$ cat src/design/uar_defines.vh
// register offsets, field positions, reset values and rate divisors
// for the serial address recognition block; definitions only
`ifndef UAR_DEFINES_VH
`define UAR_DEFINES_VH

// register offsets on the register port
`define UAR_OFS_SERIAL_CONTROL    8'h98
`define UAR_OFS_SLAVE_ADDRESS     8'hA9
`define UAR_OFS_SLAVE_ADDR_MASK   8'hB9
`define UAR_OFS_POWER_CONTROL     8'h87
`define UAR_OFS_CLOCK_CONTROL     8'h8F

// serial_control fields
`define UAR_SC_FE_OR_MODE0        7
`define UAR_SC_MODE1              6
`define UAR_SC_MP_ENABLE          5
`define UAR_SC_RX_ENABLE          4
`define UAR_SC_TX_BIT9            3
`define UAR_SC_RX_BIT9            2
`define UAR_SC_TX_FLAG            1
`define UAR_SC_RX_FLAG            0

// power_control fields
`define UAR_PC_BAUD_DOUBLE        7
`define UAR_PC_FE_SELECT          6
`define UAR_PC_USED_MASK          8'hC0

// clock_control fields
`define UAR_CC_DOUBLE_SPEED       0
`define UAR_CC_USED_MASK          8'h01

// reset values
`define UAR_RST_SERIAL_CONTROL    8'h00
`define UAR_RST_SLAVE_ADDRESS     8'h00
`define UAR_RST_SLAVE_ADDR_MASK   8'h00
`define UAR_RST_POWER_CONTROL     8'h00
`define UAR_RST_CLOCK_CONTROL     8'h00

// serial modes
`define UAR_MODE_SHIFT            2'h0
`define UAR_MODE_UART8            2'h1
`define UAR_MODE_UART9_FIXED      2'h2
`define UAR_MODE_UART9_VAR        2'h3

// fixed rate divisors of the crystal clock
`define UAR_DIV_MODE0             7'h0C
`define UAR_DIV_MODE0_X2          7'h06
`define UAR_DIV_MODE2             7'h40
`define UAR_DIV_MODE2_DBL         7'h20
`define UAR_DIV_MODE2_X2          7'h20
`define UAR_DIV_MODE2_DBL_X2      7'h10
`define UAR_DIV_NONE              7'h00

`endif

$ cat src/design/uar_addr_recog.v
// serial control, slave address and mask registers with address recognition
// assumes a receive shifter that pulses rx_done_in once per frame with the
// byte, the ninth (or stop) bit and a stop-valid flag, all synchronous
//
// The strobed register port was decided locally.
`timescale 1ns/100ps
`default_nettype none
`include "uar_defines.vh"

// Notes on behaviour
// - given address: mask zeros are don't-care
// - all-ones mask means exact address match
// - broadcast is address OR mask, zeros don't-care
// - address and mask reset to zero
// - framing error sticky until software clears
// - bit 7 is error flag or mode bit
// - two mode bits pick four modes
// - fixed rate in modes 0, 2; variable otherwise
// - multiprocessor enable acts in modes 1-3 only
// - own frame matches given or broadcast address
// - multiprocessor mode flags only own addresses
// - mode 1 with multiprocessor enable needs match plus valid stop
// - framing check needs select bit, modes 1-3
module uar_addr_recog (
  input  wire       clock_in,
  input  wire       resetn_in,
  input  wire [7:0] reg_addr_in,
  input  wire [7:0] reg_wdata_in,
  input  wire       reg_wr_in,
  input  wire       reg_rd_in,
  output wire [7:0] reg_rdata_out,
  input  wire       rx_done_in,
  input  wire [7:0] rx_byte_in,
  input  wire       rx_bit9_in,
  input  wire       rx_stop_ok_in,
  input  wire       tx_done_in,
  output wire       rx_accept_out,
  output wire [7:0] rx_data_out,
  output wire       rx_flag_out,
  output wire       tx_flag_out,
  output wire       framing_error_out,
  output wire [1:0] serial_mode_out,
  output wire       rx_enable_out,
  output wire       tx_bit9_out,
  output wire       variable_rate_out,
  output wire [6:0] fixed_divisor_out,
  output wire       address_match_out
);

  // register state
  reg  [7:0] slave_address_ff;
  reg  [7:0] slave_address_mask_ff;
  reg        serial_mode_bit0_ff;
  reg        serial_mode_bit1_ff;
  reg        multiprocessor_enable_ff;
  reg        rx_enable_ff;
  reg        tx_bit9_ff;
  reg        rx_bit9_ff;
  reg        transmit_flag_ff;
  reg        receive_interrupt_flag_ff;
  reg        framing_error_flag_ff;
  reg        framing_error_select_ff;
  reg        baud_double_ff;
  reg        double_speed_mode_ff;
  reg  [7:0] rdata_ff;
  reg  [7:0] rx_data_ff;
  reg        rx_accept_ff;
  reg  [6:0] fixed_divisor_ff;
  reg        variable_rate_ff;
  reg        match_ff;

  // next values
  reg  [7:0] nxt_slave_address;
  reg  [7:0] nxt_slave_address_mask;
  reg        nxt_serial_mode_bit0;
  reg        nxt_serial_mode_bit1;
  reg        nxt_multiprocessor_enable;
  reg        nxt_rx_enable;
  reg        nxt_tx_bit9;
  reg        nxt_rx_bit9;
  reg        nxt_transmit_flag;
  reg        nxt_receive_interrupt_flag;
  reg        nxt_framing_error_flag;
  reg        nxt_framing_error_select;
  reg        nxt_baud_double;
  reg        nxt_double_speed_mode;
  reg  [7:0] nxt_rdata;
  reg  [6:0] nxt_fixed_divisor;
  reg        nxt_variable_rate;

  // decode
  wire       sel_sc;
  wire       sel_sa;
  wire       sel_sm;
  wire       sel_pc;
  wire       sel_cc;
  wire [1:0] mode;
  wire [7:0] bcast_ref;
  wire [7:0] given_miss;
  wire [7:0] bcast_miss;
  wire       given_hit;
  wire       bcast_hit;
  wire       own_address;
  wire       mp_active;
  wire       fe_check;
  wire       stop_bad;
  wire       frame_in;
  reg        accept;
  reg  [7:0] sc_view;

  assign sel_sc = (reg_addr_in == `UAR_OFS_SERIAL_CONTROL);
  assign sel_sa = (reg_addr_in == `UAR_OFS_SLAVE_ADDRESS);
  assign sel_sm = (reg_addr_in == `UAR_OFS_SLAVE_ADDR_MASK);
  assign sel_pc = (reg_addr_in == `UAR_OFS_POWER_CONTROL);
  assign sel_cc = (reg_addr_in == `UAR_OFS_CLOCK_CONTROL);

  // two mode bits give shift, 8-bit uart, two 9-bit uarts
  assign mode = {serial_mode_bit0_ff, serial_mode_bit1_ff};

  // broadcast reference is address OR mask; its zeros never compare
  assign bcast_ref = slave_address_ff | slave_address_mask_ff;

  // per-bit mismatch: differing bit that the mask cares about
  genvar gi;
  generate
    for (gi = 0; gi < 8; gi = gi + 1) begin : g_cmp
      assign given_miss[gi] = (rx_byte_in[gi] ^ slave_address_ff[gi]) & slave_address_mask_ff[gi];
      assign bcast_miss[gi] = (rx_byte_in[gi] ^ bcast_ref[gi]) & bcast_ref[gi];
    end
  endgenerate

  // an all-ones mask leaves no don't-care bit, so only exact equality hits
  assign given_hit   = (given_miss == 8'h00);
  assign bcast_hit   = (bcast_miss == 8'h00);
  assign own_address = given_hit | bcast_hit;

  // multiprocessor feature is inert in shift mode whatever software wrote
  assign mp_active = multiprocessor_enable_ff & (mode != `UAR_MODE_SHIFT);
  assign fe_check  = framing_error_select_ff & (mode != `UAR_MODE_SHIFT);
  assign frame_in  = rx_done_in & rx_enable_ff;
  assign stop_bad  = frame_in & fe_check & ~rx_stop_ok_in;

  // frame acceptance; a pending receive flag blocks overwrite of the byte
  always @* begin
    accept = 1'b0;
    if (frame_in && !receive_interrupt_flag_ff) begin
      case (mode)
        `UAR_MODE_SHIFT: begin
          accept = 1'b1;
        end
        `UAR_MODE_UART8: begin
          if (mp_active) begin
            accept = own_address & rx_stop_ok_in;
          end else begin
            accept = 1'b1;
          end
        end
        `UAR_MODE_UART9_FIXED, `UAR_MODE_UART9_VAR: begin
          if (mp_active) begin
            accept = rx_bit9_in & own_address;
          end else begin
            accept = 1'b1;
          end
        end
        default: begin
          accept = 1'b0;
        end
      endcase
    end
  end

  // serial_control as software sees it; bit 7 is shared
  always @* begin
    sc_view    = 8'h00;
    sc_view[7] = framing_error_select_ff ? framing_error_flag_ff : serial_mode_bit0_ff;
    sc_view[6] = serial_mode_bit1_ff;
    sc_view[5] = multiprocessor_enable_ff;
    sc_view[4] = rx_enable_ff;
    sc_view[3] = tx_bit9_ff;
    sc_view[2] = rx_bit9_ff;
    sc_view[1] = transmit_flag_ff;
    sc_view[0] = receive_interrupt_flag_ff;
  end

  // register writes and hardware updates; hardware sets win over clears
  always @* begin
    nxt_slave_address          = slave_address_ff;
    nxt_slave_address_mask     = slave_address_mask_ff;
    nxt_serial_mode_bit0       = serial_mode_bit0_ff;
    nxt_serial_mode_bit1       = serial_mode_bit1_ff;
    nxt_multiprocessor_enable  = multiprocessor_enable_ff;
    nxt_rx_enable              = rx_enable_ff;
    nxt_tx_bit9                = tx_bit9_ff;
    nxt_rx_bit9                = rx_bit9_ff;
    nxt_transmit_flag          = transmit_flag_ff;
    nxt_receive_interrupt_flag = receive_interrupt_flag_ff;
    nxt_framing_error_flag     = framing_error_flag_ff;
    nxt_framing_error_select   = framing_error_select_ff;
    nxt_baud_double            = baud_double_ff;
    nxt_double_speed_mode      = double_speed_mode_ff;
    if (reg_wr_in) begin
      if (sel_sa) begin
        nxt_slave_address = reg_wdata_in;
      end
      if (sel_sm) begin
        nxt_slave_address_mask = reg_wdata_in;
      end
      if (sel_sc) begin
        if (framing_error_select_ff) begin
          nxt_framing_error_flag = reg_wdata_in[`UAR_SC_FE_OR_MODE0];
        end else begin
          nxt_serial_mode_bit0 = reg_wdata_in[`UAR_SC_FE_OR_MODE0];
        end
        nxt_serial_mode_bit1       = reg_wdata_in[`UAR_SC_MODE1];
        nxt_multiprocessor_enable  = reg_wdata_in[`UAR_SC_MP_ENABLE];
        nxt_rx_enable              = reg_wdata_in[`UAR_SC_RX_ENABLE];
        nxt_tx_bit9                = reg_wdata_in[`UAR_SC_TX_BIT9];
        nxt_rx_bit9                = reg_wdata_in[`UAR_SC_RX_BIT9];
        nxt_transmit_flag          = reg_wdata_in[`UAR_SC_TX_FLAG];
        nxt_receive_interrupt_flag = reg_wdata_in[`UAR_SC_RX_FLAG];
      end
      if (sel_pc) begin
        nxt_baud_double          = reg_wdata_in[`UAR_PC_BAUD_DOUBLE];
        nxt_framing_error_select = reg_wdata_in[`UAR_PC_FE_SELECT];
      end
      if (sel_cc) begin
        nxt_double_speed_mode = reg_wdata_in[`UAR_CC_DOUBLE_SPEED];
      end
    end
    // later good stop bits leave the flag alone; only software clears it
    if (stop_bad) begin
      nxt_framing_error_flag = 1'b1;
    end
    if (tx_done_in) begin
      nxt_transmit_flag = 1'b1;
    end
    if (accept) begin
      nxt_receive_interrupt_flag = 1'b1;
      if (mode != `UAR_MODE_SHIFT) begin
        nxt_rx_bit9 = rx_bit9_in;
      end
    end
  end

  // read data stand only in the cycle after the strobe; unmapped reads zero
  always @* begin
    nxt_rdata = 8'h00;
    if (reg_rd_in) begin
      if (sel_sc) begin
        nxt_rdata = sc_view;
      end else if (sel_sa) begin
        nxt_rdata = slave_address_ff;
      end else if (sel_sm) begin
        nxt_rdata = slave_address_mask_ff;
      end else if (sel_pc) begin
        nxt_rdata = {baud_double_ff, framing_error_select_ff, 6'h00};
      end else if (sel_cc) begin
        nxt_rdata = {7'h00, double_speed_mode_ff};
      end
    end
  end

  // fixed rate divisor for modes 0 and 2, zero marks a timer-driven rate;
  // built from next values so the rate never lags serial_mode_out by a cycle
  always @* begin
    nxt_fixed_divisor = `UAR_DIV_NONE;
    nxt_variable_rate = 1'b0;
    case ({nxt_serial_mode_bit0, nxt_serial_mode_bit1})
      `UAR_MODE_SHIFT: begin
        nxt_fixed_divisor = nxt_double_speed_mode ? `UAR_DIV_MODE0_X2 : `UAR_DIV_MODE0;
      end
      `UAR_MODE_UART9_FIXED: begin
        if (nxt_double_speed_mode) begin
          nxt_fixed_divisor = nxt_baud_double ? `UAR_DIV_MODE2_DBL_X2 : `UAR_DIV_MODE2_X2;
        end else begin
          nxt_fixed_divisor = nxt_baud_double ? `UAR_DIV_MODE2_DBL : `UAR_DIV_MODE2;
        end
      end
      `UAR_MODE_UART8, `UAR_MODE_UART9_VAR: begin
        nxt_variable_rate = 1'b1;
      end
      default: begin
        nxt_variable_rate = 1'b0;
      end
    endcase
  end

  // state update; address and mask clear on reset so every address hits
  always @(posedge clock_in) begin
    if (!resetn_in) begin
      slave_address_ff          <= `UAR_RST_SLAVE_ADDRESS;
      slave_address_mask_ff     <= `UAR_RST_SLAVE_ADDR_MASK;
      serial_mode_bit0_ff       <= 1'b0;
      serial_mode_bit1_ff       <= 1'b0;
      multiprocessor_enable_ff  <= 1'b0;
      rx_enable_ff              <= 1'b0;
      tx_bit9_ff                <= 1'b0;
      rx_bit9_ff                <= 1'b0;
      transmit_flag_ff          <= 1'b0;
      receive_interrupt_flag_ff <= 1'b0;
      framing_error_flag_ff     <= 1'b0;
      framing_error_select_ff   <= 1'b0;
      baud_double_ff            <= 1'b0;
      double_speed_mode_ff      <= 1'b0;
      rdata_ff                  <= 8'h00;
      rx_data_ff                <= 8'h00;
      rx_accept_ff              <= 1'b0;
      fixed_divisor_ff          <= `UAR_DIV_MODE0;
      variable_rate_ff          <= 1'b0;
      match_ff                  <= 1'b0;
    end else begin
      slave_address_ff          <= nxt_slave_address;
      slave_address_mask_ff     <= nxt_slave_address_mask;
      serial_mode_bit0_ff       <= nxt_serial_mode_bit0;
      serial_mode_bit1_ff       <= nxt_serial_mode_bit1;
      multiprocessor_enable_ff  <= nxt_multiprocessor_enable;
      rx_enable_ff              <= nxt_rx_enable;
      tx_bit9_ff                <= nxt_tx_bit9;
      rx_bit9_ff                <= nxt_rx_bit9;
      transmit_flag_ff          <= nxt_transmit_flag;
      receive_interrupt_flag_ff <= nxt_receive_interrupt_flag;
      framing_error_flag_ff     <= nxt_framing_error_flag;
      framing_error_select_ff   <= nxt_framing_error_select;
      baud_double_ff            <= nxt_baud_double;
      double_speed_mode_ff      <= nxt_double_speed_mode;
      rdata_ff                  <= nxt_rdata;
      rx_accept_ff              <= accept;
      fixed_divisor_ff          <= nxt_fixed_divisor;
      variable_rate_ff          <= nxt_variable_rate;
      if (accept) begin
        rx_data_ff <= rx_byte_in;
      end
      if (frame_in) begin
        match_ff <= own_address;
      end
    end
  end

  // outputs, all from flip-flops
  assign reg_rdata_out     = rdata_ff;
  assign rx_accept_out     = rx_accept_ff;
  assign rx_data_out       = rx_data_ff;
  assign rx_flag_out       = receive_interrupt_flag_ff;
  assign tx_flag_out       = transmit_flag_ff;
  assign framing_error_out = framing_error_flag_ff;
  assign serial_mode_out   = mode;
  assign rx_enable_out     = rx_enable_ff;
  assign tx_bit9_out       = tx_bit9_ff;
  assign variable_rate_out = variable_rate_ff;
  assign fixed_divisor_out = fixed_divisor_ff;
  assign address_match_out = match_ff;

endmodule
`default_nettype wire

$ cat config.mk
export PLATFORM = sky130hd
export DESIGN_NAME = uar_addr_recog
export DESIGN_NICKNAME = d
export VERILOG_FILES = /design/src/design/uar_addr_recog.v
export VERILOG_INCLUDE_DIRS = /design/src /design/src/design
export SDC_FILE = /design/constraint.sdc
export NUM_CORES = 1
export LEC_CHECK = 0
export ABC_AREA = 1
export ABC_CLOCK_PERIOD_IN_PS = 2820
export BUFFER_PORTS_ARGS = -buffer_cell sky130_fd_sc_hd__buf_2
export CORE_MARGIN = 1
export CORE_UTILIZATION = 56
export CTS_BUF_LIST = sky130_fd_sc_hd__clkbuf_16
export DETAILED_ROUTE_END_ITERATION = 8
export PLACE_DENSITY = 0.8
export SYNTH_ARGS = -nofsm -noshare
export SYNTH_HDL_FRONTEND = slang
export SYNTH_SLANG_ARGS = --single-unit
$ cat constraint.sdc
create_clock -name clock_in -period 2.82 [get_ports clock_in]
set_clock_uncertainty 0.1 [all_clocks]
set_input_delay 0.282 -clock clock_in [delete_from_list [all_inputs] [get_ports clock_in]]
set_output_delay 0.282 -clock clock_in [all_outputs]
set_load 0.01 [all_outputs]
==> results of run 1 <==
[cells by family (layout without fill, tap and decap cells)]
logic type      Yosys count  after routing  synth area share
buf+inv                  64            123             0.115
compound gates           86             86             0.179
mux                       3              3            0.0195
simple gates            137            137             0.251
flops                    53             53             0.424
other cells               1              1           0.00150
fa+ha+maj                 2              2           0.00999
[worst max-delay path, delay by kind of cell, from the launching register on]
kind / cells / cell delay, ps
and+or+nand+nor: 10 / 1130
DFF: 1 / 340
buffers and inverters: 1 / 90
AOI/OAI and AO/OA: 1 / 90
[report_power, final]
group	leakage [nW]	internal, mW	switching, mW
clock	0.0672	0.326	0.274
sequential	0.427	0.750	0.00161
combinational	0.912	0.0295	0.0547
total	1.41	1.11	0.330
[metal layers]
| layer | vias up | global-route usage | wire length [um] |
|---|---|---|---|
| met3 | 15 | 0.0691 | 495 |
| met5 | - | 0 | 0 |
| met2 | 109 | 0.478 | 2970 |
| li1 | 1236 | - | - |
| met4 | 0 | 0.0995 | 117 |
| met1 | 1098 | 0.370 | 2820 |
[sequential cells by signal (all words and copies together) (netlist names), 6 cells and up]
signal,flops
fixed_divisor_out,6
rx_data_out,8
reg_rdata_out,8
slave_address_mask_ff,8
slave_address_ff,8
[layout by cell type (no fill, tap or decap), types with 2 or more instances in the layout]
| cell | n |
|---|---|
| o21ai_1 | 3 |
| ha_1 | 2 |
| inv_1 | 51 |
| clkinvlp_4 | 2 |
| nand2_2 | 5 |
| a21oi_1 | 35 |
| nand3_1 | 20 |
| nor3_1 | 7 |
| dfxtp_1 | 53 |
| buf_2 | 63 |
| nor3_4 | 2 |
| and3_1 | 3 |
| nand4_1 | 2 |
| nand2_1 | 71 |
| nor2_1 | 20 |
| o21ai_0 | 42 |
| clkbuf_16 | 5 |
[final timing paths]
check                                                       from                           to  slack, ps
worst max-delay path            slave_address_ff[6]$_SDFFE_PN0P_        rx_bit9_ff$_SDFF_PN0_        910
worst min register to register       rx_data_out[5]$_SDFFE_PN0P_  rx_data_out[5]$_SDFFE_PN0P_        360
worst min-delay path                                  tx_done_in     tx_flag_out$_SDFFE_PN0P_         90
worst max register to register  slave_address_ff[6]$_SDFFE_PN0P_        rx_bit9_ff$_SDFF_PN0_        910
[cell type report]
cell class | instances | area (um2)
fillers | 382 | 1210
flip-flops and latches | 53 | 1060
well taps | 50 | 62.6
inverters | 51 | 191
repair buffers | 64 | 323
clock inverters | 3 | 18.8
multi-input cells | 229 | 1150
clock buffers | 5 | 125
==> results.ini, run 1 <==
[outcome]
status=completed

[sta]
setup_ws_ps=910
setup_tns_ps=0
fmax_mhz=524
holdWs_ps=87.8
rsz0062_at_grt=false
finalCritPeriodShare=0.677
worstMarginPinSlew_ps=659
hold_viol=0
setup_violations=0
fin_crit_ps=1910
slew_violations=0
max_slew_margin=0.560

[pwr]
power.total_mw=1.44
ir_worst_vdd_v=0.000372
powerDensity_nw_per_um2=489
p_leak_nw=1.41

[clocking]
htree_levels=2
cts.path.max_buffers=2
hold_buffers=0
clkSinkCount=53
cts_resized=0
tritoncts=done
cts_setup_buffers=0
cts-root-buf=clkbuf_16
clkLatencyLatePin_ps=290
numCtsBuffers=5
cts.clk_slew.worst_paths_ps=70

[synthesis]
synth-seq-cells=53
yosysTopAreaCellShare=0.424
synthDistinctLibCells=35
ys_top_cells_by_area=dfxtp_1 42%, nand2_1 11%, o21ai_0 8.4%
synth_largest_area_cell=dfxtp_1
avgSynthCellArea_um2=7.24
yosysWarnings=0
synth_nets=380
async_flop_share=0
syn_area_um2=2500
yosys-top-cells-count=71 x nand2_1, 53 x dfxtp_1, 50 x inv_1
synth.most_common_cell=nand2_1
yosys_most_used_dff=dfxtp_1
postSynthCellCount=346
seq_area_frac_synth=0.424
synth_edf_count=0

[floorplanning]
io_pins=65
die_w_um=68.9
core_area_um2=4140
die-area_um2=4740
start_util=0.604
chipHeight_um=68.9
rows=23

[global_routing]
grt_overflow=0
grt_pass1_wl_um=9790
antenna_found_initial=0
grt_max_degree=24
grt_usage=0.291
first_global_vias=2066

[worst_setup_path]
cp-start-kind=flop
cp.arrival_ps=1950
required_ps=2860
crit_top_cell=nand2_1
path_cells=inv_1 > nand2_1 > nand3_1 > nand2_1 > nor2_1 > nand2_1 > nand2_1 > nand2_1 > nand2_2 > nand2_1 > nand2_1 > a21oi_1
crit_fanout=11
cp_slowest_stage_delay_ps=340
r2r_cells=12
worst_setup_path_end_kind=flop
slowest_stage=dfxtp_1
worstSetupPathType=flop to flop

[place]
place_ws_ps=706
place.gp.congestion=0.863
placed_area_um2=2790
dpl.hpwl_um=4540
place_inst=447
io_buffers=63

[final_layout]
final_core_util=0.708
drive_gt1_frac=0.220
area_growth_syn_to_layout_pct=17.2
stdcell_count=455
postLayoutCellArea_um2=2940
finalNetCount=438
n_antenna_cell=0

[routing]
drc=0
wl_per_cell_um=14.1
dr_total_vias=2458
wl_um=6400
drt-initial-drc-count=201
first_pass_iters=5
via_per_inst=5.40
antenna_left=0

[job]
drv_cap=0

[worst_hold_path]
min_path_type=primary input to flop
whs_path_depth=3

(Power assumes the default switching activity.)
==> inputs of run 2 (changes only) <==
Settings changed: ABC_CLOCK_PERIOD_IN_PS 2820 to 1500, CORE_UTILIZATION 56 to 47, PLACE_DENSITY 0.8 to 0.71.
Clock period 2.82 ns to 1.5 ns, I/O delays scaled along.
==> results.ini, run 2 (same netlist as run 1, synthesis figures left out) <==
[outcome]
status=completed

[place]
io_buffers=63
dpl.hpwl_um=5070
place.gp.congestion=0.855
placed_area_um2=3200
place_ws_ps=-220

[worst_setup_path]
slowest_stage=dfxtp_2
cp.arrival_ps=1620
path_depth=10
required_ps=1620
crit_fanout=4
r2r_cells=10
critPathTopFamily=simple AND/OR/NAND/NOR gates
cp_slowest_stage_delay_ps=340
path_buf_inv=1
worst_setup_path_end_kind=flop
startpoint=slave_address_ff[5]$_SDFFE_PN0P_
r2r_start=slave_address_ff[5]$_SDFFE_PN0P_
path_cells=o21ai_2 > nand2_1 > nor2_1 > nand2_1 > nand2_2 > nand2_2 > nand2_4 > buf_6 > nand3_2 > a21oi_1
worstSetupPathType=flop to flop
cp-start-kind=flop

[pwr]
p_int_mw=2.11
powerDensity_nw_per_um2=785
ir_worst_vdd_v=0.000733
p_clk_frac=0.410
p_sw_frac=0.230
combinationalPowerShare=0.075
power_switching_mw=0.629
p_seq_frac=0.516
p_leak_nw=1.68
power.total_mw=2.74

[routing]
drc=0
drt-initial-drc-count=193
wl_per_cell_um=13.0
wl_um=6790
via_per_inst=4.98
antenna_left=0
first_pass_iters=4
dr_total_vias=2607

[floorplanning]
chipHeight_um=75.0
io_pins=65
start_util=0.490
die_w_um=75.0
core_area_um2=5110
rows=26
die-area_um2=5620

[global_routing]
grt_pass1_wl_um=10500
grt_overflow=0
grt_max_degree=20
first_global_vias=2357
grt_usage=0.250
antenna_found_initial=0

[clocking]
cts-root-buf=clkbuf_16
numCtsBuffers=5
cts_setup_buffers=0
clkSinkCount=53
htree_levels=2
clkLatencyLatePin_ps=290
cts.path.max_buffers=2
tritoncts=done
cts.clk_slew.worst_paths_ps=70

[final_layout]
drive_gt1_frac=0.377
final_common_cell=nand2_1
multi_input_area_um2=1260
n_antenna_cell=0
finalNetCount=486
postLayoutCellArea_um2=3490
layout_common_cells=64 x nand2_1, 63 x buf_2, 46 x dfxtp_1
fill_cells=456
area_growth_syn_to_layout_pct=39.3
seqCellArea_um2=1070

[sta]
setup_tns_ps=0
hold_viol=0
fmax_mhz=669
slew_violations=0
finalCritPeriodShare=0.997
fin_crit_ps=1490
setup_ws_ps=5.17
rsz0062_at_grt=true
setup_violations=0

[worst_hold_path]
whs_path_depth=3
min_path_type=primary input to flop
worstHoldStart=reg_wdata_in[3]

[job]
drv_cap=0

-- run 2: changes by cell type in the layout (fill, tap and decap cells not counted), sizes merged --
cell         before  now
clkinv            0    3
inv              52   51
dlygate4sd3       0    2
clkinvlp          2    0
buf              64  110
-- run 2: final timing paths --
path,end,slack [ps]
setup / recovery,rx_data_out[6]$_SDFFE_PN0P_,5
hold / removal,tx_bit9_out$_SDFFE_PN0P_,30
hold reg to reg,rx_data_out[6]$_SDFFE_PN0P_,360
setup reg to reg,rx_data_out[6]$_SDFFE_PN0P_,5
-- run 2: timing repair --
item	4_1_cts	5_1_grt
pin swaps	5	13
endpoints found under the hold margin	3	0
endpoints found under the setup margin	11	16
resized for setup	14	34
hold buffers	2	0
-- run 2: area by class of cell --
cell class / count / area share
Clock buffer: 5 / 0.0359
Clock inverter: 3 / 0.00502
Inverter: 51 / 0.0556
Multi-Input combinational cell: 229 / 0.361
Sequential cell: 53 / 0.307
Tap cell: 70 / 0.0251
Timing Repair Buffer: 112 / 0.210
-- run 2: per-stage QoR --
stage	instances	hold slack (ps)	util
after global routing	523	45.6	0.683
after detailed placement	513	259	0.627
after global placement	513	251	0.627
final	523	31.5	0.683
after floorplan	346	161	-
after CTS	523	32.4	0.665
-- run 2: power groups by stage --
stage          Clock, mW  Combinational [mW]  Sequential, mW
5_1_grt             1.19               0.224            1.41
3_3_place_gp           0               0.185            1.45
3_5_place_dp           0               0.187            1.45
2_1_floorplan          0              0.0734            1.45
6_report            1.12               0.205            1.41
4_1_cts             1.13               0.193            1.41
-- run 2: per-layer routing --
metal,vias up,global-route usage,share of wire
met3,11,0.0308,0.051
met2,70,0.423,0.48
met4,0,0.0839,0.015
met1,1194,0.331,0.45
met5,-,0,0
li1,1332,-,-
-- run 2: worst reg2reg max path, stage by stage, from the launching register on --
cell and delay, ps:
dfxtp_2 340, o21ai_2 140, nand2_1 80, nor2_1 120, nand2_1 80, nand2_2 90
nand2_2 80, nand2_4 100, buf_6 130, nand3_2 60, a21oi_1 130
==> inputs of run 3 (changes only) <==
Settings changed: HOLD_SLACK_MARGIN set to 0.05.
==> results.ini, run 3 (same netlist as run 1, synthesis figures left out) <==
[final_layout]
final_common_cell=nand2_1
area_growth_syn_to_layout_pct=41.6
n_antenna_cell=0
fill_cells=441
layout_common_cells=66 x nand2_1, 63 x buf_2, 46 x dfxtp_1
finalNetCount=489
drive_gt1_frac=0.390

[global_routing]
grt_max_degree=20
gr-usage-met3=0.0308
antenna_found_initial=0
grt_pass1_wl_um=10600
grt-busiest-layer=met2
grt_overflow=0
grt_use_met2=0.431
grt_util_met1=0.330
first_global_vias=2385
grt_usage=0.252

[clocking]
cts-root-buf=clkbuf_16
clkLatencyLatePin_ps=290
cts.path.max_buffers=2
tritoncts=done
htree_levels=2
numCtsBuffers=5
clkSinkCount=53
cts.clk_slew.worst_paths_ps=70

[routing]
via_per_inst=5.06
drt-initial-drc-count=151
drc=0
first_pass_iters=4
dr_total_vias=2659
wl_um=6830
antenna_left=0
wl_per_cell_um=13.0

[worst_setup_path]
rrSetupSlack_ps=1
worst_setup_path_end_kind=flop
r2r_start=slave_address_ff[5]$_SDFFE_PN0P_
cp-start-kind=flop
r2r_cells=10
path_cells=o21ai_2 > nand2_1 > nor2_1 > nand2_1 > nand2_2 > nand2_2 > nand2_4 > buf_6 > nand3_2 > a21oi_1
required_ps=1620
slowest_stage=dfxtp_2
worstSetupPathType=flop to flop
worstReg2RegEnd=rx_data_out[6]$_SDFFE_PN0P_
crit_fanout=4
cp.arrival_ps=1620
cp_slowest_stage_delay_ps=340

[place]
place_ws_ps=-220
io_buffers=63
place.gp.congestion=0.855
dpl.hpwl_um=5070

[worst_hold_path]
worstHoldStart=rx_byte_in[3]
min_path_type=primary input to flop
whs_path_depth=3
min_to=rx_data_out[3]$_SDFFE_PN0P_

[sta]
setup_ws_ps=1.00
slew_violations=0
setup_tns_ps=0
finalCritPeriodShare=0.999
hold_viol=0
rsz0062_at_grt=true
fmax_mhz=667
fin_crit_ps=1500
setup_violations=0

[pwr]
powerDensity_nw_per_um2=773
power.total_mw=2.74
ir_worst_vdd_v=0.000731
p_leak_nw=1.70

[outcome]
status=completed

[floorplanning]
io_pins=65
die_w_um=75.0
core_area_um2=5110
start_util=0.490
die-area_um2=5620
rows=26
chipHeight_um=75.0

[job]
drv_cap=0

[run 3: cell count changes in the layout (fill, tap and decap cells not counted), sizes merged]
cell         previous run  this run
buf                   110       111
dlygate4sd3             2         4
[run 3: worst max path at each step]
stage | startpoint | to | slack, ps | cells past startpoint
4_1_cts | slave_address_ff[3]$_SDFFE_PN0P_ | rx_data_out[0]$_SDFFE_PN0P_ | 2 | 12
5_1_grt | slave_address_ff[4]$_SDFFE_PN0P_ | rx_bit9_ff$_SDFF_PN0_ | -80 | 12
2_1_floorplan | reg_addr_in[6] | fixed_divisor_out[5]$_SDFF_PN0_ | 3 | 9
6_report | slave_address_ff[5]$_SDFFE_PN0P_ | rx_data_out[6]$_SDFFE_PN0P_ | 1 | 10
3_5_place_dp | slave_address_mask_ff[3]$_SDFFE_PN0P_ | rx_bit9_ff$_SDFF_PN0_ | -220 | 10
3_3_place_gp | reg_addr_in[6] | fixed_divisor_out[5]$_SDFF_PN0_ | -140 | 10
[run 3: through the flow]
stage | cells | area (um2) | hold WS, ps | utilization
finish | 526 | 3540 | 34.8 | 0.694
global route | 526 | 3540 | 52.2 | 0.694
CTS | 525 | 3420 | 50.2 | 0.669
detailed placement | 513 | 3200 | 259 | 0.627
global placement | 513 | 3200 | 251 | 0.627
floorplan | 346 | 2510 | 161 | -
[run 3: layout make-up]
class	count	area [um2]	area share
Timing Repair Buffer	115	761	0.215
Clock buffer	5	125	0.0353
Tap cell	70	87.6	0.0247
Inverter	51	194	0.0547
Sequential cell	53	1070	0.303
Clock inverter	3	17.5	0.00494
Multi-Input combinational cell	229	1280	0.363
[run 3: timing repair]
item | CTS | global route
hold buffers | 4 | 0
pin swaps | 5 | 14
hold endpoints to repair | 6 | 0
setup endpoints to repair | 11 | 16
buffers inserted | 0 | 1
resized for setup | 14 | 41
[run 3: routing by layer]
layer | vias up | wire length [um] | part of all wire
li1 | 1342 | - | -
met1 | 1234 | 3040 | 0.45
met2 | 75 | 3320 | 0.49
met3 | 8 | 383 | 0.056
met4 | 0 | 92 | 0.013
met5 | - | 0 | 0
[run 3: critical path, delay by kind of cell, from the launching register on]
kind	cells	cell delay [ps]
AND/OR/NAND/NOR	7	610
AO/OA/AOI/OAI	2	270
flip-flops	1	340
buffers and inverters	1	130
[run 3: power by group]
group          internal, mW  switching, mW  total (mW)  leakage, nW
Sequential             1.41        0.00302        1.41        0.431
Clock                 0.613          0.507        1.12       0.0712
Combinational        0.0901          0.120       0.210         1.19
